==> src/design/rtcca_cfg.svh <==
// rtc clock/control access: constants
`ifndef RTCCA_CFG_SVH
`define RTCCA_CFG_SVH
`define RTCCA_SLAVE_ID  7'h6f
`define RTCCA_ACK_BIT   4'h8
`define RTCCA_ACK_END   4'h9
`define RTCCA_DIV_MAX   15'h7fff
`define RTCCA_DIV_HALF  15'h4000
`define RTCCA_DIV_4K    2
`define RTCCA_DIV_1HZ   14
`define RTCCA_CTRL_LAST 3'h4
`define RTCCA_SR_IDX    3'h7
`define RTCCA_SR_WEL    8'h02
`define RTCCA_SR_REGISTER_WRITE_ENABLE_LATCH   8'h06
`define RTCCA_SR_CLR    8'h00
`define RTCCA_INT_IDX   5'h11
`define RTCCA_INT_RST   8'h08
`define RTCCA_PWR_IDX   5'h14
`define RTCCA_PWR_RST   8'h40
`define RTCCA_IM_BIT    7
`define RTCCA_ALE_LSB   5
`define RTCCA_FO_LSB    3
`define RTCCA_FO_IRQ    2'h0
`define RTCCA_FO_32K    2'h1
`define RTCCA_FO_4K     2'h2
`define RTCCA_FO_1HZ    2'h3
`define RTCCA_ALM_CMP   7
`define RTCCA_TIME_CNT  7
`define RTCCA_T_SEC     3'h0
`define RTCCA_T_MIN     3'h1
`define RTCCA_T_HR      3'h2
`define RTCCA_T_DT      3'h3
`define RTCCA_T_MO      3'h4
`define RTCCA_T_YR      3'h5
`define RTCCA_T_DW      3'h6
`define RTCCA_T_Y2K     3'h7
`define RTCCA_DT_RST    8'h01
`define RTCCA_Y2K_RST   8'h20
`define RTCCA_BCD_NINE  4'h9
`define RTCCA_BCD_59    8'h59
`define RTCCA_BCD_99    8'h99
`define RTCCA_HR_23     6'h23
`define RTCCA_HR_11     5'h11
`define RTCCA_HR_12     5'h12
`define RTCCA_HR_24_RST 8'h80
`define RTCCA_DOW_LAST  8'h06
`define RTCCA_ONE       8'h01
`define RTCCA_DEC       8'h12
`define RTCCA_FEB       8'h02
`define RTCCA_APR       8'h04
`define RTCCA_JUN       8'h06
`define RTCCA_SEP       8'h09
`define RTCCA_NOV       8'h11
`define RTCCA_D28       8'h28
`define RTCCA_D29       8'h29
`define RTCCA_D30       8'h30
`define RTCCA_D31       8'h31
`define RTCCA_APB_CTRL  8'h00
`define RTCCA_APB_STAT  8'h04
`endif

==> src/design/rtcca_pkg.sv <==
// rtc clock/control access: shared types
package rtcca_pkg;
  typedef enum logic [2:0] {st_idle, st_slave, st_ahi, st_alo, st_wr, st_rd, st_halt} rtcca_state_e;
  typedef enum logic [2:0] {sec_alm0, sec_alm1, sec_ctrl, sec_id, sec_time, sec_stat,
                            sec_none} rtcca_sect_e;
endpackage

==> src/design/rtcca_core.sv <==
// rtc clock/control core with serial access and apb side registers
//
// The address map and the APB register port were decided locally.
`timescale 1ns/1ps
`include "rtcca_cfg.svh"
module rtcca_core #(
  parameter logic [63:0] ID_VALUE = 64'h5a5a_0f0f_3c3c_9696 // arbitrary value
) (
  // clock and reset
  input  wire logic        pclk,
  input  wire logic        presetn,
  // apb slave
  input  wire logic [7:0]  paddr,
  input  wire logic        psel,
  input  wire logic        penable,
  input  wire logic        pwrite,
  input  wire logic [31:0] pwdata,
  output logic      [31:0] prdata,
  output logic             pready,
  output logic             pslverr,
  // serial bus pins
  input  wire logic        scl_in,
  input  wire logic        sda_in,
  output logic             sda_out,
  output logic             sda_oe,
  // crystal timebase
  input  wire logic        xtal_in,
  // alarm_or_freq_pin, open drain
  output logic             alarm_or_freq_pin_out,
  output logic             alarm_or_freq_pin_oe
);
  rtcca_pkg::rtcca_state_e state;
  rtcca_pkg::rtcca_sect_e  op_sect;
  logic        scl_q1, scl_q2, scl_q3, sda_q1, sda_q2, sda_q3;
  logic        xtal_q1, xtal_q2, xtal_q3;
  logic        scl_rise, scl_fall, bus_start, bus_stop, xtal_edge;
  logic [3:0]  bitcnt;
  logic [7:0]  shreg, obyte, rd_now, sr_byte;
  logic [15:0] ptr;
  logic        rd_first, wr_ok, write_enable_latch, register_write_enable_latch, cff, on_batt, pend;
  logic [7:0]  stg_mask;
  logic [7:0]  stg [0:7];
  logic [7:0]  tm [0:7];
  logic [7:0]  tnew [0:7];
  logic [7:0]  hold [0:7];
  logic [7:0]  next_tm [0:7];
  logic [7:0]  nvm [0:23];
  logic        day_end;
  logic [14:0] div;
  logic        tick, tick_d, pulse_act;
  logic [1:0]  al, al_snap, al_clr, hit, ale;
  logic        commit;

  function automatic rtcca_pkg::rtcca_sect_e sect_of(input logic [15:0] a);
    sect_of = rtcca_pkg::sec_none;
    if (a[15:6] == 10'h000)
    begin
      case (a[5:3])
        3'h0: sect_of = rtcca_pkg::sec_alm0;
        3'h1: sect_of = rtcca_pkg::sec_alm1;
        3'h2: sect_of = (a[2:0] <= `RTCCA_CTRL_LAST) ? rtcca_pkg::sec_ctrl : rtcca_pkg::sec_none;
        3'h4: sect_of = rtcca_pkg::sec_id;
        3'h6: sect_of = rtcca_pkg::sec_time;
        3'h7: sect_of = (a[2:0] == `RTCCA_SR_IDX) ? rtcca_pkg::sec_stat : rtcca_pkg::sec_none;
        default: sect_of = rtcca_pkg::sec_none;
      endcase
    end
  endfunction

  function automatic logic [7:0] bcd_inc(input logic [7:0] v);
    bcd_inc = (v[3:0] == `RTCCA_BCD_NINE) ? {v[7:4] + 4'h1, 4'h0} : v + 8'h01;
  endfunction

  // last date of a month; years divisible by four are leap up to 2099
  function automatic logic [7:0] month_end(input logic [7:0] mo, input logic [7:0] yr);
    if (mo == `RTCCA_FEB)
      month_end = (!yr[0] && (yr[1] == yr[4])) ? `RTCCA_D29 : `RTCCA_D28;
    else if (mo == `RTCCA_APR || mo == `RTCCA_JUN || mo == `RTCCA_SEP || mo == `RTCCA_NOV)
      month_end = `RTCCA_D30;
    else
      month_end = `RTCCA_D31;
  endfunction

  // alarm byte bit 7 enables its field; at least one field must be enabled
  function automatic logic alm_match(input logic a);
    logic any;
    logic ok;
    any = 1'b0;
    ok  = 1'b1;
    for (int k = 0; k < `RTCCA_ALM_CMP; k++)
    begin
      if (nvm[{1'b0, a, k[2:0]}][7])
      begin
        any = 1'b1;
        if (nvm[{1'b0, a, k[2:0]}][6:0] != tm[k][6:0])
          ok = 1'b0;
      end
    end
    alm_match = any && ok;
  endfunction

  // pin synchronisers
  always_ff @(posedge pclk or negedge presetn)
  begin
    if (!presetn)
    begin
      {scl_q1, scl_q2, scl_q3} <= 3'h7;
      {sda_q1, sda_q2, sda_q3} <= 3'h7;
      {xtal_q1, xtal_q2, xtal_q3} <= 3'h0;
    end
    else
    begin
      {scl_q1, scl_q2, scl_q3} <= {scl_in, scl_q1, scl_q2};
      {sda_q1, sda_q2, sda_q3} <= {sda_in, sda_q1, sda_q2};
      {xtal_q1, xtal_q2, xtal_q3} <= {xtal_in, xtal_q1, xtal_q2};
    end
  end

  assign scl_rise  = scl_q2 && !scl_q3;
  assign scl_fall  = !scl_q2 && scl_q3;
  assign bus_start = scl_q2 && scl_q3 && !sda_q2 && sda_q3;
  assign bus_stop  = scl_q2 && scl_q3 && sda_q2 && !sda_q3;
  assign xtal_edge = xtal_q2 && !xtal_q3;
  assign sr_byte   = {on_batt, al, 2'b00, register_write_enable_latch, write_enable_latch, cff};
  assign commit    = bus_stop && wr_ok;
  assign ale       = nvm[`RTCCA_INT_IDX][`RTCCA_ALE_LSB +: 2];

  always_comb
  begin
    rd_now = 8'h00;
    case (sect_of(ptr))
      rtcca_pkg::sec_alm0, rtcca_pkg::sec_alm1, rtcca_pkg::sec_ctrl: rd_now = nvm[ptr[4:0]];
      rtcca_pkg::sec_id:   rd_now = ID_VALUE[{ptr[2:0], 3'b000} +: 8];
      rtcca_pkg::sec_time: rd_now = rd_first ? tm[ptr[2:0]] : hold[ptr[2:0]];
      rtcca_pkg::sec_stat: rd_now = sr_byte;
      default:             rd_now = 8'h00;
    endcase
  end

  // serial slave engine
  always_ff @(posedge pclk or negedge presetn)
  begin
    if (!presetn)
    begin
      state    <= rtcca_pkg::st_idle;
      op_sect  <= rtcca_pkg::sec_none;
      bitcnt   <= 4'h0;
      shreg    <= 8'h00;
      obyte    <= 8'h00;
      ptr      <= 16'h0000;
      rd_first <= 1'b0;
      wr_ok    <= 1'b0;
      stg_mask <= 8'h00;
      sda_oe   <= 1'b0;
      al_snap  <= 2'b00;
      al_clr   <= 2'b00;
      for (int i = 0; i < 8; i++)
      begin
        stg[i]  <= 8'h00;
        hold[i] <= 8'h00;
      end
    end
    else
    begin
      al_clr <= 2'b00;
      if (bus_start)
      begin
        state  <= rtcca_pkg::st_slave;
        bitcnt <= 4'h0;
        wr_ok  <= 1'b0;
        sda_oe <= 1'b0;
      end
      else if (bus_stop)
      begin
        state  <= rtcca_pkg::st_idle;
        wr_ok  <= 1'b0;
        sda_oe <= 1'b0;
      end
      else if (scl_rise)
      begin
        if (bitcnt < `RTCCA_ACK_BIT)
          shreg <= {shreg[6:0], sda_q2};
        if (bitcnt == `RTCCA_ACK_BIT && state == rtcca_pkg::st_rd && sda_q2)
          state <= rtcca_pkg::st_halt;
        bitcnt <= bitcnt + 4'h1;
      end
      else if (scl_fall && bitcnt == `RTCCA_ACK_BIT)
      begin
        unique case (state)
          rtcca_pkg::st_slave:
          begin
            if (shreg[7:1] == `RTCCA_SLAVE_ID)
            begin
              sda_oe <= 1'b1;
              if (shreg[0])
              begin
                state    <= rtcca_pkg::st_rd;
                rd_first <= 1'b1;
              end
              else
                state <= rtcca_pkg::st_ahi;
            end
            else
              state <= rtcca_pkg::st_idle;
          end
          rtcca_pkg::st_ahi:
          begin
            ptr[15:8] <= shreg;
            sda_oe    <= 1'b1;
            state     <= rtcca_pkg::st_alo;
          end
          rtcca_pkg::st_alo:
          begin
            ptr[7:0] <= shreg;
            op_sect  <= sect_of({ptr[15:8], shreg});
            stg      <= tm;
            stg_mask <= 8'h00;
            sda_oe   <= 1'b1;
            state    <= rtcca_pkg::st_wr;
          end
          rtcca_pkg::st_wr:
          begin
            // leaving the section refuses the byte; latches do not gate the ack
            if (sect_of(ptr) == op_sect && op_sect != rtcca_pkg::sec_none)
            begin
              sda_oe             <= 1'b1;
              stg[ptr[2:0]]      <= shreg;
              stg_mask[ptr[2:0]] <= 1'b1;
              wr_ok              <= 1'b1;
              ptr                <= ptr + 16'h0001;
            end
            else
              state <= rtcca_pkg::st_halt;
          end
          rtcca_pkg::st_rd:
          begin
            sda_oe <= 1'b0;
            if (op_sect == rtcca_pkg::sec_stat)
              al_clr <= al_snap;
          end
          rtcca_pkg::st_idle, rtcca_pkg::st_halt:
            sda_oe <= 1'b0;
          default:
            state <= rtcca_pkg::st_idle;
        endcase
      end
      else if (scl_fall && bitcnt == `RTCCA_ACK_END)
      begin
        bitcnt <= 4'h0;
        sda_oe <= 1'b0;
        if (state == rtcca_pkg::st_rd)
        begin
          if (!rd_first && (sect_of(ptr) != op_sect || op_sect == rtcca_pkg::sec_stat))
            state <= rtcca_pkg::st_halt;
          else
          begin
            rd_first <= 1'b0;
            if (rd_first)
            begin
              hold    <= tm;
              op_sect <= sect_of(ptr);
            end
            obyte   <= rd_now;
            sda_oe  <= !rd_now[7];
            al_snap <= al;
            ptr     <= ptr + 16'h0001;
          end
        end
      end
      else if (scl_fall && state == rtcca_pkg::st_rd && bitcnt < `RTCCA_ACK_BIT)
        sda_oe <= !obyte[~bitcnt[2:0]];
    end
  end

  // status latches and clock fail flag
  always_ff @(posedge pclk or negedge presetn)
  begin
    if (!presetn)
    begin
      write_enable_latch  <= 1'b0;
      register_write_enable_latch <= 1'b0;
      cff  <= 1'b1;
    end
    else if (commit)
    begin
      if (op_sect == rtcca_pkg::sec_stat)
      begin
        if (stg[`RTCCA_SR_IDX] == `RTCCA_SR_CLR)
        begin
          write_enable_latch  <= 1'b0;
          register_write_enable_latch <= 1'b0;
        end
        else if (stg[`RTCCA_SR_IDX] == `RTCCA_SR_WEL)
        begin
          write_enable_latch  <= 1'b1;
          register_write_enable_latch <= 1'b0;
        end
        else if (stg[`RTCCA_SR_IDX] == `RTCCA_SR_REGISTER_WRITE_ENABLE_LATCH && write_enable_latch)
          register_write_enable_latch <= 1'b1;
      end
      if (op_sect == rtcca_pkg::sec_time && write_enable_latch && register_write_enable_latch)
        cff <= 1'b0;
    end
  end

  // stored alarm and control bytes, written only on a valid stop
  always_ff @(posedge pclk or negedge presetn)
  begin
    if (!presetn)
    begin
      for (int i = 0; i < 24; i++)
        nvm[i] <= 8'h00;
      nvm[`RTCCA_INT_IDX] <= `RTCCA_INT_RST;
      nvm[`RTCCA_PWR_IDX] <= `RTCCA_PWR_RST;
    end
    else if (commit && write_enable_latch && register_write_enable_latch && (op_sect == rtcca_pkg::sec_alm0 ||
             op_sect == rtcca_pkg::sec_alm1 || op_sect == rtcca_pkg::sec_ctrl))
    begin
      for (int i = 0; i < 8; i++)
        if (stg_mask[i])
          nvm[{ptr[4:3], i[2:0]}] <= stg[i];
    end
  end

  // next calendar value in bcd
  always_comb
  begin
    next_tm = tm;
    day_end = 1'b0;
    if (tm[`RTCCA_T_SEC] == `RTCCA_BCD_59)
    begin
      next_tm[`RTCCA_T_SEC] = 8'h00;
      if (tm[`RTCCA_T_MIN] == `RTCCA_BCD_59)
      begin
        next_tm[`RTCCA_T_MIN] = 8'h00;
        if (tm[`RTCCA_T_HR][7])
        begin
          day_end = (tm[`RTCCA_T_HR][5:0] == `RTCCA_HR_23);
          next_tm[`RTCCA_T_HR] = day_end ? `RTCCA_HR_24_RST : bcd_inc(tm[`RTCCA_T_HR]);
        end
        else if (tm[`RTCCA_T_HR][4:0] == `RTCCA_HR_11)
        begin
          day_end = tm[`RTCCA_T_HR][5];
          next_tm[`RTCCA_T_HR] = {2'b00, !tm[`RTCCA_T_HR][5], `RTCCA_HR_12};
        end
        else if (tm[`RTCCA_T_HR][4:0] == `RTCCA_HR_12)
          next_tm[`RTCCA_T_HR] = {2'b00, tm[`RTCCA_T_HR][5], 5'h01};
        else
          next_tm[`RTCCA_T_HR] = bcd_inc(tm[`RTCCA_T_HR]);
      end
      else
        next_tm[`RTCCA_T_MIN] = bcd_inc(tm[`RTCCA_T_MIN]);
    end
    else
      next_tm[`RTCCA_T_SEC] = bcd_inc(tm[`RTCCA_T_SEC]);
    if (day_end)
    begin
      next_tm[`RTCCA_T_DW] = (tm[`RTCCA_T_DW] == `RTCCA_DOW_LAST) ? 8'h00 :
                             tm[`RTCCA_T_DW] + 8'h01;
      if (tm[`RTCCA_T_DT] == month_end(tm[`RTCCA_T_MO], tm[`RTCCA_T_YR]))
      begin
        next_tm[`RTCCA_T_DT] = `RTCCA_ONE;
        if (tm[`RTCCA_T_MO] == `RTCCA_DEC)
        begin
          next_tm[`RTCCA_T_MO] = `RTCCA_ONE;
          next_tm[`RTCCA_T_YR] = (tm[`RTCCA_T_YR] == `RTCCA_BCD_99) ? 8'h00 :
                                 bcd_inc(tm[`RTCCA_T_YR]);
        end
        else
          next_tm[`RTCCA_T_MO] = bcd_inc(tm[`RTCCA_T_MO]);
      end
      else
        next_tm[`RTCCA_T_DT] = bcd_inc(tm[`RTCCA_T_DT]);
    end
  end

  // time counters; a pending write replaces the count at the next tick
  always_ff @(posedge pclk or negedge presetn)
  begin
    if (!presetn)
    begin
      pend <= 1'b0;
      for (int i = 0; i < 8; i++)
      begin
        tm[i]   <= 8'h00;
        tnew[i] <= 8'h00;
      end
      tm[`RTCCA_T_DT]  <= `RTCCA_DT_RST;
      tm[`RTCCA_T_Y2K] <= `RTCCA_Y2K_RST;
    end
    else
    begin
      if (tick)
      begin
        if (pend)
        begin
          pend <= 1'b0;
          for (int i = 0; i < `RTCCA_TIME_CNT; i++)
            tm[i] <= tnew[i];
        end
        else if (!cff)
          tm <= next_tm;
      end
      if (commit && op_sect == rtcca_pkg::sec_time && write_enable_latch && register_write_enable_latch)
      begin
        tnew <= stg;
        pend <= 1'b1;
      end
    end
  end

  // crystal divider, alarm flags and pulse
  always_ff @(posedge pclk or negedge presetn)
  begin
    if (!presetn)
    begin
      div       <= 15'h0000;
      tick      <= 1'b0;
      tick_d    <= 1'b0;
      al        <= 2'b00;
      pulse_act <= 1'b0;
    end
    else
    begin
      if (xtal_edge)
        div <= div + 15'h0001;
      tick   <= xtal_edge && div == `RTCCA_DIV_MAX;
      tick_d <= tick;
      al     <= (al & ~al_clr) | (tick_d ? hit : 2'b00);
      if (tick_d && |(hit & ale))
        pulse_act <= 1'b1;
      else if (xtal_edge && div == `RTCCA_DIV_HALF)
        pulse_act <= 1'b0;
    end
  end

  assign hit = {alm_match(1'b1), alm_match(1'b0)};

  // shared output pin, open drain
  always_ff @(posedge pclk or negedge presetn)
  begin
    if (!presetn)
    begin
      alarm_or_freq_pin_out <= 1'b0;
      alarm_or_freq_pin_oe  <= 1'b0;
      sda_out               <= 1'b0;
    end
    else
    begin
      alarm_or_freq_pin_out <= 1'b0;
      sda_out               <= 1'b0;
      unique case (nvm[`RTCCA_INT_IDX][`RTCCA_FO_LSB +: 2])
        `RTCCA_FO_IRQ: alarm_or_freq_pin_oe <= nvm[`RTCCA_INT_IDX][`RTCCA_IM_BIT] ?
                                               pulse_act : |(al & ale);
        `RTCCA_FO_32K: alarm_or_freq_pin_oe <= !xtal_q2;
        `RTCCA_FO_4K:  alarm_or_freq_pin_oe <= !div[`RTCCA_DIV_4K];
        `RTCCA_FO_1HZ: alarm_or_freq_pin_oe <= !div[`RTCCA_DIV_1HZ];
      endcase
    end
  end

  // apb side registers, zero wait
  always_ff @(posedge pclk or negedge presetn)
  begin
    if (!presetn)
    begin
      prdata  <= 32'h0000_0000;
      pready  <= 1'b0;
      pslverr <= 1'b0;
      on_batt <= 1'b0;
    end
    else
    begin
      pready <= 1'b1;
      if (psel && !penable)
      begin
        pslverr <= !(paddr == `RTCCA_APB_CTRL || paddr == `RTCCA_APB_STAT);
        if (paddr == `RTCCA_APB_CTRL)
          prdata <= {31'h0000_0000, on_batt};
        else if (paddr == `RTCCA_APB_STAT)
          prdata <= {tm[`RTCCA_T_HR], tm[`RTCCA_T_MIN], tm[`RTCCA_T_SEC], sr_byte};
        else
          prdata <= 32'h0000_0000;
      end
      else if (!psel)
        pslverr <= 1'b0;
      if (psel && penable && pwrite && paddr == `RTCCA_APB_CTRL)
        on_batt <= pwdata[0];
    end
  end
endmodule // rtcca_core

==> config.mk <==
export PLATFORM = sky130hd
export DESIGN_NAME = rtcca_core
export DESIGN_NICKNAME = d
export VERILOG_FILES = /design/src/design/rtcca_pkg.sv /design/src/design/rtcca_core.sv
export VERILOG_INCLUDE_DIRS = /design/src /design/src/design
export SDC_FILE = /design/constraint.sdc
export NUM_CORES = 1
export LEC_CHECK = 0
export CORE_AREA = 2 2 288 290
export DETAILED_ROUTE_END_ITERATION = 10
export DIE_AREA = 0 0 290 292
export DONT_BUFFER_PORTS = 1
export GPL_TIMING_DRIVEN = 0
export PLACE_DENSITY = 0.46
export SLEW_MARGIN = 10
export SYNTH_ARGS = -nofsm -noshare
export SYNTH_HDL_FRONTEND = slang
export SYNTH_SLANG_ARGS = --single-unit
==> constraint.sdc <==
create_clock -name pclk -period 4.35 [get_ports pclk]
set_clock_uncertainty 0.15 [all_clocks]
set_input_delay 0.87 -clock pclk [delete_from_list [all_inputs] [get_ports pclk]]
set_output_delay 0.87 -clock pclk [all_outputs]
set_load 0.02 [all_outputs]
Word-level counts from Yosys, hierarchy flattened
Cells that the tools add are included.
{ "op_classes": {"reduce_logical": 126, "shifts": 1, "eq_ne": 97, "bitwise_logic": 22, "n_mux": 228, "order_cmp": 25, "addsub": 16} }
{ "ops": {"columns": ["operator", "n"], "rows": [
  ["192-bit two-way mux", 15],
  ["192-bit bitwise mux", 8],
  ["8-bit demux with 5-bit select", 8],
  ["8-bit two-way mux", 36],
  ["64-bit two-way mux", 2],
  ["64-bit case mux with 2 select lines", 1],
  ["16-bit two-way mux", 7],
  ["7-bit inequality test", 14],
  ["3-bit two-way mux", 32],
  ["32-bit two-way mux", 3],
  ["1-bit two-way mux", 84],
  ["64-bit bitwise mux", 1],
  ["64-bit by 7-bit variable part select with 8-bit output (first input constant)", 1],
  ["8-bit by 1-bit adder with 8-bit output (second input constant)", 7],
  ["56-bit two-way mux", 1],
  ["6-bit >= comparator (second input constant)", 9],
  ["5-bit NOT with 6-bit output", 9],
  ["8-bit binary-select mux with 3-bit select", 2],
  ["6-bit by 1-bit less-than comparator with 1-bit output (second input constant)", 8],
  ["8-bit case mux with 2 select lines", 3],
  ["1-bit logical AND", 46],
  ["3-bit == test (second input constant)", 15],
  ["8-bit binary-select mux with 5-bit select", 1],
  ["8-bit by 3-bit == test with 1-bit output (second input constant)", 5],
  ["other kinds (72)", 197]
]} }
{ "word_totals": {"word_cells": 606, "out_inout_bits": 38, "reg_bits": 551, "input_bits": 48} }

Depth between registers and ports, before layout
Gate-level depths: netlist (run 1).
{ "depth": {"word_depth": 28, "depth_mapped": 12, "ltp_nobuf": 9} }

Worst setup path after synthesis (run 1)
OpenSTA, ideal clock, no wires.
{ "synth_path": {"path_kind": "input-to-reg", "from": "input paddr[5]", "to": "register prdata[21]", "slack_ns": 1.443, "setup_time_ns": 0.066, "path_buffers": 2, "path_stages": 6, "required_time_ns": 4.134, "arrival_ns": 2.691, "path_cell_list": "or4_1 -> nor4_1 -> and4b_1 -> clkbuf_1 -> buf_1 -> a22o_1"} }
{ "synth_between": {"elab_chain_len": 3, "word_cells_on_any_way": 4, "classes_between": "1 x eq/ne; 2 x mux; 1 x reduce/logical"} }
{ "synth_lines": {"columns": ["item", "line_no", "text"], "rows": [
  ["from (decl)", "rtcca_core.sv:13", "input wire logic [7:0] paddr,"],
  ["8-bit by 3-bit == test with 1-bit output (no line)", null, null],
  ["32-bit two-way mux", "rtcca_core.sv:480", "else if (paddr == `RTCCA_APB_STAT)"],
  ["32-bit two-way mux *", "rtcca_core.sv:478", "if (paddr == `RTCCA_APB_CTRL)"],
  ["to (signal assigned)", "rtcca_core.sv:479", "prdata <= {31'h0000_0000, on_batt};"],
  ["to (signal assigned)", "rtcca_core.sv:481", "prdata <= {tm[`RTCCA_T_HR], tm[`RTCCA_T_MIN], tm[`RTCCA_T_SEC], sr_byte};"],
  ["to (decl)", "rtcca_core.sv:18", "output logic [31:0] prdata,"]
]} }
Every way passes the cells marked *; elsewhere a longest branch is shown, timed or not.
A chain may end at the register's enable or synchronous reset.

Worst setup path in the final report (run 1)
{ "layout_path": {"from": "register ptr[0]", "to": "register obyte[3]"} }
{ "layout_between": {"elab_chain_len": 15, "word_cells_on_any_way": 38, "classes_between": "1 x order compare; 7 x eq/ne; 1 x shift; 21 x mux; 3 x bitwise; 5 x reduce/logical"} }
{ "layout_lines": {"columns": ["item", "line_no", "text"], "rows": [
  ["from (decl)", "rtcca_core.sv:39", "logic [15:0] ptr;"],
  ["from (signal assigned)", "rtcca_core.sv:214", "ptr[7:0] <= shreg;"],
  ["from (signal assigned)", "rtcca_core.sv:230", "ptr <= ptr + 16'h0001;"],
  ["from (signal assigned)", "rtcca_core.sv:266", "ptr <= ptr + 16'h0001;"],
  ["3-bit less-or-equal comparator (no line) / 3-bit == test (equally long branches)", null, null],
  ["3-bit two-way mux / 2-bit two-way mux (equally long branches)", "rtcca_core.sv:61, rtcca_core.sv:64", null],
  ["3-bit case mux with 6 select lines", "rtcca_core.sv:58", "case (a[5:3])"],
  ["3-bit two-way mux", "rtcca_core.sv:56", "if (a[15:6] == 10'h000)"],
  ["3-bit two-way mux", "rtcca_core.sv:251", "if (state == rtcca_pkg::st_rd)"],
  ["3-bit two-way mux", "rtcca_core.sv:247", "else if (scl_fall && bitcnt == `RTCCA_ACK_END)"],
  ["3-bit two-way mux", "rtcca_core.sv:187", "else if (scl_fall && bitcnt == `RTCCA_ACK_BIT)"],
  ["3-bit two-way mux", "rtcca_core.sv:179", "else if (scl_rise)"],
  ["3-bit two-way mux", "rtcca_core.sv:173", "else if (bus_stop)"],
  ["3-bit two-way mux", "rtcca_core.sv:166", "if (bus_start)"],
  ["3-bit inequality test", "rtcca_core.sv:253", "if (!rd_first && (sect_of(ptr) != op_sect || op_sect == rtcca_pkg::sec_stat))"],
  ["1-bit logical OR", "rtcca_core.sv:253", null],
  ["1-bit logical AND", "rtcca_core.sv:253", null],
  ["1-bit NOT (no line)", null, null],
  ["7-bit AND reduction (no line)", null, null],
  ["to (signal assigned)", "rtcca_core.sv:263", "obyte <= rd_now;"],
  ["to (decl)", "rtcca_core.sv:38", "logic [7:0] shreg, obyte, rd_now, sr_byte;"]
]} }
Several ways; a longest one is shown, not always the timed one. The select of a mux whose other input is x is not followed.

==> out/qor.yml, run 1 <==
clock_tree:
  cts_setup_buffers: 0
  root_buffer: "clkbuf_16"
  clk_latency_ps: 620
  clk_pin_slew_worst_paths_ps: 60
  cts_sinks: 549
  clock_path_buffers: 3
  cts_made_buffers: 68
  h-tree-depth: 3
  cts_tree: "built"
global_route:
  grt_remaining_overflow: 0
  grt_max_degree: 550
  first_global_vias: 23310
  grt_pass1_wl_um: 191800
  antenna_found_initial: 3
  groute.usage.overall_pct: 32.33
finish:
  drive_above_1_share_pct: 19.06
  fin_util_pct: 39.45
  area_growth_pct: 13.49
  layout_common_cells: "537 x dfrtp_1, 276 x mux2_2, 237 x nand2_1"
  fin_area_um2: 32190
  final_common_cell: "dfrtp_1"
  nNetsFinal: 2837
placement:
  globalplace.congestion: 1.013
  port-buffer-count: 0
  placed_cell_area_um2: 29790
  pre_cts_slack_ps: -270.1
  place_hpwl_um: 103800
power_and_ir_drop:
  power_frac_comb_pct: 9.6
  power.internal_uw: 9111
  power_uw: 12540
  seqPwrFrac_pct: 42.3
  ir_drop_v: 0.0003313
  p_sw_uw: 3430
  power_leakage_uw: 0.01447
  clkPwrFrac_pct: 48.1
  power.density_nw_per_um2: 389.6
  power_switching_share_pct: 27.35
worst_setup_path:
  crit_type: "reg2reg"
  crit_path_cell_trace: "buf_2 > buf_2 > buf_2 > mux2i_1 > a211oi_1 > a31oi_1 > o31ai_2 > a221oi_1 > o21ai_0"
  cp-start-kind: "register"
  cpMostUsedCell: "buf_2"
  worstPathArrival_ps: 4800
  worst_path_max_delay_cell: "dfrtp_1"
  max_stage_delay_ps: 720
  end_kind: "register"
  critical_path_required_ps: 4710
  crit_path_max_fanout: 10
flow_run:
  drv_cap: 0
drt:
  drtPass1Iterations: 6
  avgViaCountPerCell: 6.112
  routed_wl_um: 138200
  drtIter0Drc: 2416
  wl_per_cell_um: 35.56
  vias: 23760
  drt.antenna.violating_nets: 0
  route.detailed.drc: 0
timing:
  rsz0062_at_grt: "false"
  tightest_slew_ps: 1935
  setup_violations: 2
  hold-worst-slack_ps: -155.1
  max_freq_mhz: 225.3
  slew_viol_final: 188
  period_minus_slack_ps: 4439
  post-route-worst-setup-slack_ps: -89.24
  fin_crit_sh_pct: 102.1
  hold_viol_final: 142
  slew_headroom_pct: -29.03
logic_synthesis:
  synthCells: 2684
  ys_seq_elements: 549
  synth_flop_cell: "dfrtp_1"
  ys_types: 101
  avgSynthCellArea_um2: 10.57
  async_flop_share_pct: 100.0
  synth_edf_count: 0
  syn-cell-area_um2: 28360
  seq_area_frac_synth_pct: 48.50
  yosys_warnings: 0
floorplan:
  core.rowCount: 105
  fp.dieH_um: 292
  start_util_pct: 34.76
  die_area_um2: 84680
  fp.dieW_um: 290
  io_pins: 86
  core_um2: 81580
status:
  violations: "negative hold slack, max-slew violations, negative setup slack"
  status: "finished, violations left"
worst_hold_path:
  hold_path_class: "in2async"
[synthesized netlist by cell type, drive strengths merged, types with 9 or more instances]
| cell type | n | share of area [%] |
|---|---|---|
| a211oi | 22 | 0.64 |
| a21oi | 107 | 1.9 |
| a221oi | 31 | 0.96 |
| a22o | 61 | 1.9 |
| a22oi | 39 | 1.0 |
| a2bb2oi | 10 | 0.31 |
| a31oi | 27 | 0.66 |
| a32oi | 10 | 0.31 |
| and2 | 22 | 0.49 |
| and3 | 22 | 0.49 |
| buf | 67 | 1.2 |
| clkbuf | 134 | 1.8 |
| dfrtp | 537 | 47 |
| dfstp | 12 | 1.1 |
| ha | 29 | 1.3 |
| inv | 64 | 0.85 |
| mux2 | 295 | 12 |
| mux2i | 33 | 1.2 |
| mux4 | 10 | 0.79 |
| nand2 | 239 | 3.2 |
| nand2b | 18 | 0.40 |
| nand3 | 41 | 0.74 |
| nand4 | 34 | 0.75 |
| nor2 | 135 | 1.8 |
| nor2b | 21 | 0.46 |
| nor3 | 53 | 0.97 |
| nor3b | 10 | 0.28 |
| nor4 | 27 | 0.74 |
| o211ai | 23 | 0.61 |
| o21a | 9 | 0.24 |
| o21ai | 210 | 3.8 |
| o221ai | 20 | 0.62 |
| o22ai | 41 | 0.90 |
| o31ai | 9 | 0.24 |
| o41ai | 17 | 0.53 |
| xnor2 | 63 | 1.9 |
| xor2 | 58 | 1.8 |
[critical path, delay by kind of cell (launching register included)]
| family | cells | cell delay (ps) |
|---|---|---|
| buffers and inverters | 3 | 1450 |
| AO/OA/AOI/OAI | 5 | 1720 |
| flip-flops | 1 | 720 |
| multiplexers | 1 | 260 |
[metal layers]
layer	part of all wire, %	GRT usage, %	wire [um]	vias to the layer above
li1	-	-	-	10020
met1	44	43.33	60560	12520
met2	45	51.14	62640	960
met3	5.8	5.206	8040	249
met4	5.0	15.37	6966	4
met5	0.020	0	27	-
[what timing repair did]
item,in CTS,in global routing
setup endpoints to repair,4,4
pin swaps,0,0
resized for setup,5,5
hold endpoints to repair,537,324
[state kept, by name, summed over array words and instances (netlist names), 4 cells and up]
| signal | cells |
|---|---|
| ptr | 16 |
| shreg | 8 |
| nvm | 190 |
| obyte | 8 |
| stg_mask | 8 |
| hold | 57 |
| bitcnt | 4 |
| tm | 56 |
| tnew | 56 |
| prdata | 30 |
| div | 15 |
| stg | 64 |
[kinds of logic (layout without fill, tap and decap cells)]
family | Yosys count | count (layout) | synth area share (%)
adder cells (fa/ha/maj) | 29 | 29 | 1.279
other | 2 | 10 | 0.02648
AND/OR/NAND/NOR | 667 | 667 | 11.67
XOR/XNOR | 121 | 121 | 3.737
AO/OA/AOI/OAI | 712 | 712 | 17.11
flip-flops | 549 | 549 | 48.50
multiplexers | 338 | 338 | 13.88
buffers and inverters | 266 | 391 | 3.799
[path summary, 6_finish.rpt]
| check | from | to | slack, ps | cells past startpoint |
|---|---|---|---|---|
| min reg2reg | xtal_q1 | xtal_q2 | 200 | 0 |
| min in group pclk | sda_in | sda_q1 | 120 | 0 |
| min | presetn | tm[46] | -160 | 0 |
| max in group asynchronous | presetn | nvm[130] | 2700 | 0 |
| max reg2reg | ptr[0] | obyte[3] | -90 | 9 |
| max | ptr[0] | obyte[3] | -90 | 9 |
[power groups by stage]
stage               registers (uW)  logic [uW]  clock network (uW)
detailed placement            5400        1160                   0
floorplan                     5340         536                   0
global route                  5310        1210                6350
CTS                           5300        1170                6140
global placement              5390        1160                   0
finish                        5310        1200                6040
[final cells by class]
type	count	area, um2
multi-input cells	1872	13590
fillers	7977	49400
flip-flops and latches	549	13750
diodes	5	12.51
well taps	1070	1339
clock buffers	98	2018
repair buffers	3	33.78
plain buffers	201	854.6
clock inverters	24	336.6
inverters	65	244.0
[through the flow]
stage,TNS [ps],cells
3_5_place_dp,-441.3,3760
4_1_cts,0,3882
3_3_place_gp,-6621,3757
6_report,-97.47,3887
2_1_floorplan,0,2687
5_1_grt,0,3882
No activity file was read; power rests on OpenSTA's default activity.
==> run 2: changes to the inputs <==
==> constraint.sdc (replaced) <==
create_clock -name pclk -period 4.35 [get_ports pclk]
set_clock_uncertainty 0.15 [all_clocks]
set_input_delay 0.6525 -clock pclk [delete_from_list [all_inputs] [get_ports pclk]]
set_output_delay 0.6525 -clock pclk [all_outputs]
set_load 0.02 [all_outputs]
==> run 2 against run 1 <==
  * The run still ends with negative hold slack, max-slew violations, negative setup slack left
  * Setup slack worse by 46 ps
  * First-iteration DRC count grew 8.2%
  * Final area is 0.15% higher
  * Final cell count rose by 0.18%
  * Combinational power about the same
  * Highest routed layer unchanged
==> out/qor.yml, run 2 (synthesized netlist as in run 1, its figures left out) <==
placement:
  pre_cts_slack_ps: -270.1  # unchanged
  port-buffer-count: 0  # unchanged
  globalplace.congestion: 1.013  # unchanged
  placed_cell_area_um2: 29790  # unchanged
  place_hpwl_um: 103800  # unchanged
power_and_ir_drop:
  power.density_nw_per_um2: 389.5  # was 389.6 nW/um2
  power_leakage_uw: 0.01448  # was 0.01447 uW
  ir_drop_v: 0.0003331  # was 0.0003313 V
timing:
  fin_crit_sh_pct: 103.1  # was 102.1%
  hold_viol_final: 422  # was 142
  max_freq_mhz: 222.9  # was 225.3 MHz
  rsz0062_at_grt: "false"  # unchanged
  setup_violations: 2  # unchanged
  period_minus_slack_ps: 4486  # was 4439 ps
  slew_viol_final: 235  # was 188
  slew_headroom_pct: -40.07  # was -29.03%
  hold-worst-slack_ps: -371.9  # was -155.1 ps
  setup_tns_ps: -178.3  # was -97.47 ps
  tightest_slew_ps: 2101  # was 1935 ps
  post-route-worst-setup-slack_ps: -135.6  # was -89.24 ps
global_route:
  first_global_vias: 23330  # was 23,310
  grt_remaining_overflow: 0  # unchanged
  grt_max_degree: 550  # unchanged
  groute.usage.overall_pct: 32.33  # about the same
  grt_pass1_wl_um: 191800  # about the same
  antenna_found_initial: 3  # unchanged
floorplan:
  io_pins: 86  # unchanged
  die_area_um2: 84680  # unchanged
  fp.dieW_um: 290  # unchanged
  core_um2: 81580  # unchanged
  core.rowCount: 105  # unchanged
  start_util_pct: 34.76  # unchanged
  fp.dieH_um: 292  # unchanged
finish:
  nNetsFinal: 2841  # was 2,837
  final_common_cell: "dfrtp_1"  # unchanged
  drive_above_1_share_pct: 19.03  # was 19.06%
  fin_area_um2: 32230  # was 32,190 um2
  layout_common_cells: "537 x dfrtp_1, 276 x mux2_2, 237 x nand2_1"  # unchanged
  reg_top3: "nvm x190, stg x64, hold x57"  # unchanged
  area_growth_pct: 13.66  # was 13.49%
  largest_register_ffs: 190  # unchanged
  fillers: 7981  # was 7,977
  largest_register: "nvm"  # unchanged
clock_tree:
  root_buffer: "clkbuf_16"  # unchanged
  clk_latency_ps: 620  # about the same
  holdBufCountCts: 4
  h-tree-depth: 3  # unchanged
  cts_made_buffers: 68  # unchanged
  cts_sinks: 549  # unchanged
  clock_path_buffers: 3  # unchanged
  cts_setup_buffers: 0  # unchanged
  clk_pin_slew_worst_paths_ps: 60  # about the same
  cts_tree: "built"  # unchanged
worst_setup_path:
  cp-start-kind: "register"  # unchanged
  worstPathArrival_ps: 4850  # was 4800 ps
  critPathBufInv: 3  # unchanged
  cpMostUsedCell: "buf_2"  # unchanged
  critical_path_required_ps: 4710  # about the same
  end_kind: "register"  # unchanged
  crit_path_cell_trace: "buf_2 > buf_2 > buf_2 > mux2i_1 > a211oi_1 > a31oi_1 > o31ai_2 > a221oi_1 > o21ai_0"  # unchanged
  crit_path_max_fanout: 10  # unchanged
  max_stage_delay_ps: 720  # about the same
  worst_path_max_delay_cell: "dfrtp_1"  # unchanged
  crit_type: "reg2reg"  # unchanged
  critical-path-top-delay-family: "compound AO/OA/AOI/OAI gates"  # unchanged
drt:
  wl_per_cell_um: 35.49  # was 35.56 um
  route.detailed.drc: 0  # unchanged
  drtIter0Drc: 2613  # was 2,416
  routed_wl_um: 138200  # about the same
  drtPass1Iterations: 5  # was 6
  drt.antenna.violating_nets: 0  # unchanged
  vias: 23710  # was 23,760
  avgViaCountPerCell: 6.090  # was 6.112
flow_run:
  drv_cap: 0  # unchanged
status:
  violations: "negative hold slack, max-slew violations, negative setup slack"  # unchanged
  status: "finished, violations left"  # unchanged
worst_hold_path:
  hold_path_class: "in2async"  # unchanged
## run 2: worst paths after layout
check / start / endpoint / slack, ps / cells after the start
worst max-delay path: ptr[0] / obyte[3] / -140 / 9
worst min-delay path: presetn / tm[42] / -370 / 0
worst max register to register: ptr[0] / obyte[3] / -140 / 9
worst min register to register: xtal_q1 / xtal_q2 / 200 / 0
max in group asynchronous: presetn / nvm[130] / 2780 / 0
min in group pclk: pwdata[0] / on_batt / 40 / 1
## run 2: layout make-up
cell class                      count  area, um2  area share, %
Sequential cell                   549      13750          42.67
Multi-Input combinational cell   1872      13590          42.17
Clock buffer                       98       2018          6.261
Tap cell                         1070       1339          4.153
Buffer                            201      854.6          2.651
Clock inverter                     24      336.6          1.044
Inverter                           65      244.0         0.7569
Timing Repair Buffer                7      73.82         0.2290
Antenna cell                        8      20.02        0.06211
## run 2: per-layer routing
| metal | vias to the layer above | GRT usage (%) | share of wire [%] |
|---|---|---|---|
| li1 | 10030 | - | - |
| met1 | 12430 | 43.35 | 44 |
| met2 | 1009 | 51.13 | 45 |
| met3 | 245 | 5.199 | 5.9 |
| met4 | 4 | 15.37 | 5.0 |
| met5 | - | 0 | 0.022 |
## run 2: timing repair
action                                 4_1_cts  5_1_grt
endpoints found under the hold margin      553      537
resized for setup                            5        5
pin swaps                                    0        0
setup endpoints to repair                    4        4
## run 2: power by group
part | switching, uW | internal (uW)
registers | 123 | 5180
logic | 936 | 275
clock network | 2380 | 3660
## run 2: per-stage QoR
step / std cells / hold slack (ps) / power (uW) / utilization [%]
floorplan: 2687 / 181.2 / 5872 / -
global placement: 3757 / 191.2 / 6551 / 36.42
detailed placement: 3760 / 191.8 / 6557 / 36.52
CTS: 3886 / -417.5 / 12620 / 39.47
global route: 3886 / -393.8 / 12870 / 39.48
finish: 3894 / -371.9 / 12550 / 39.51
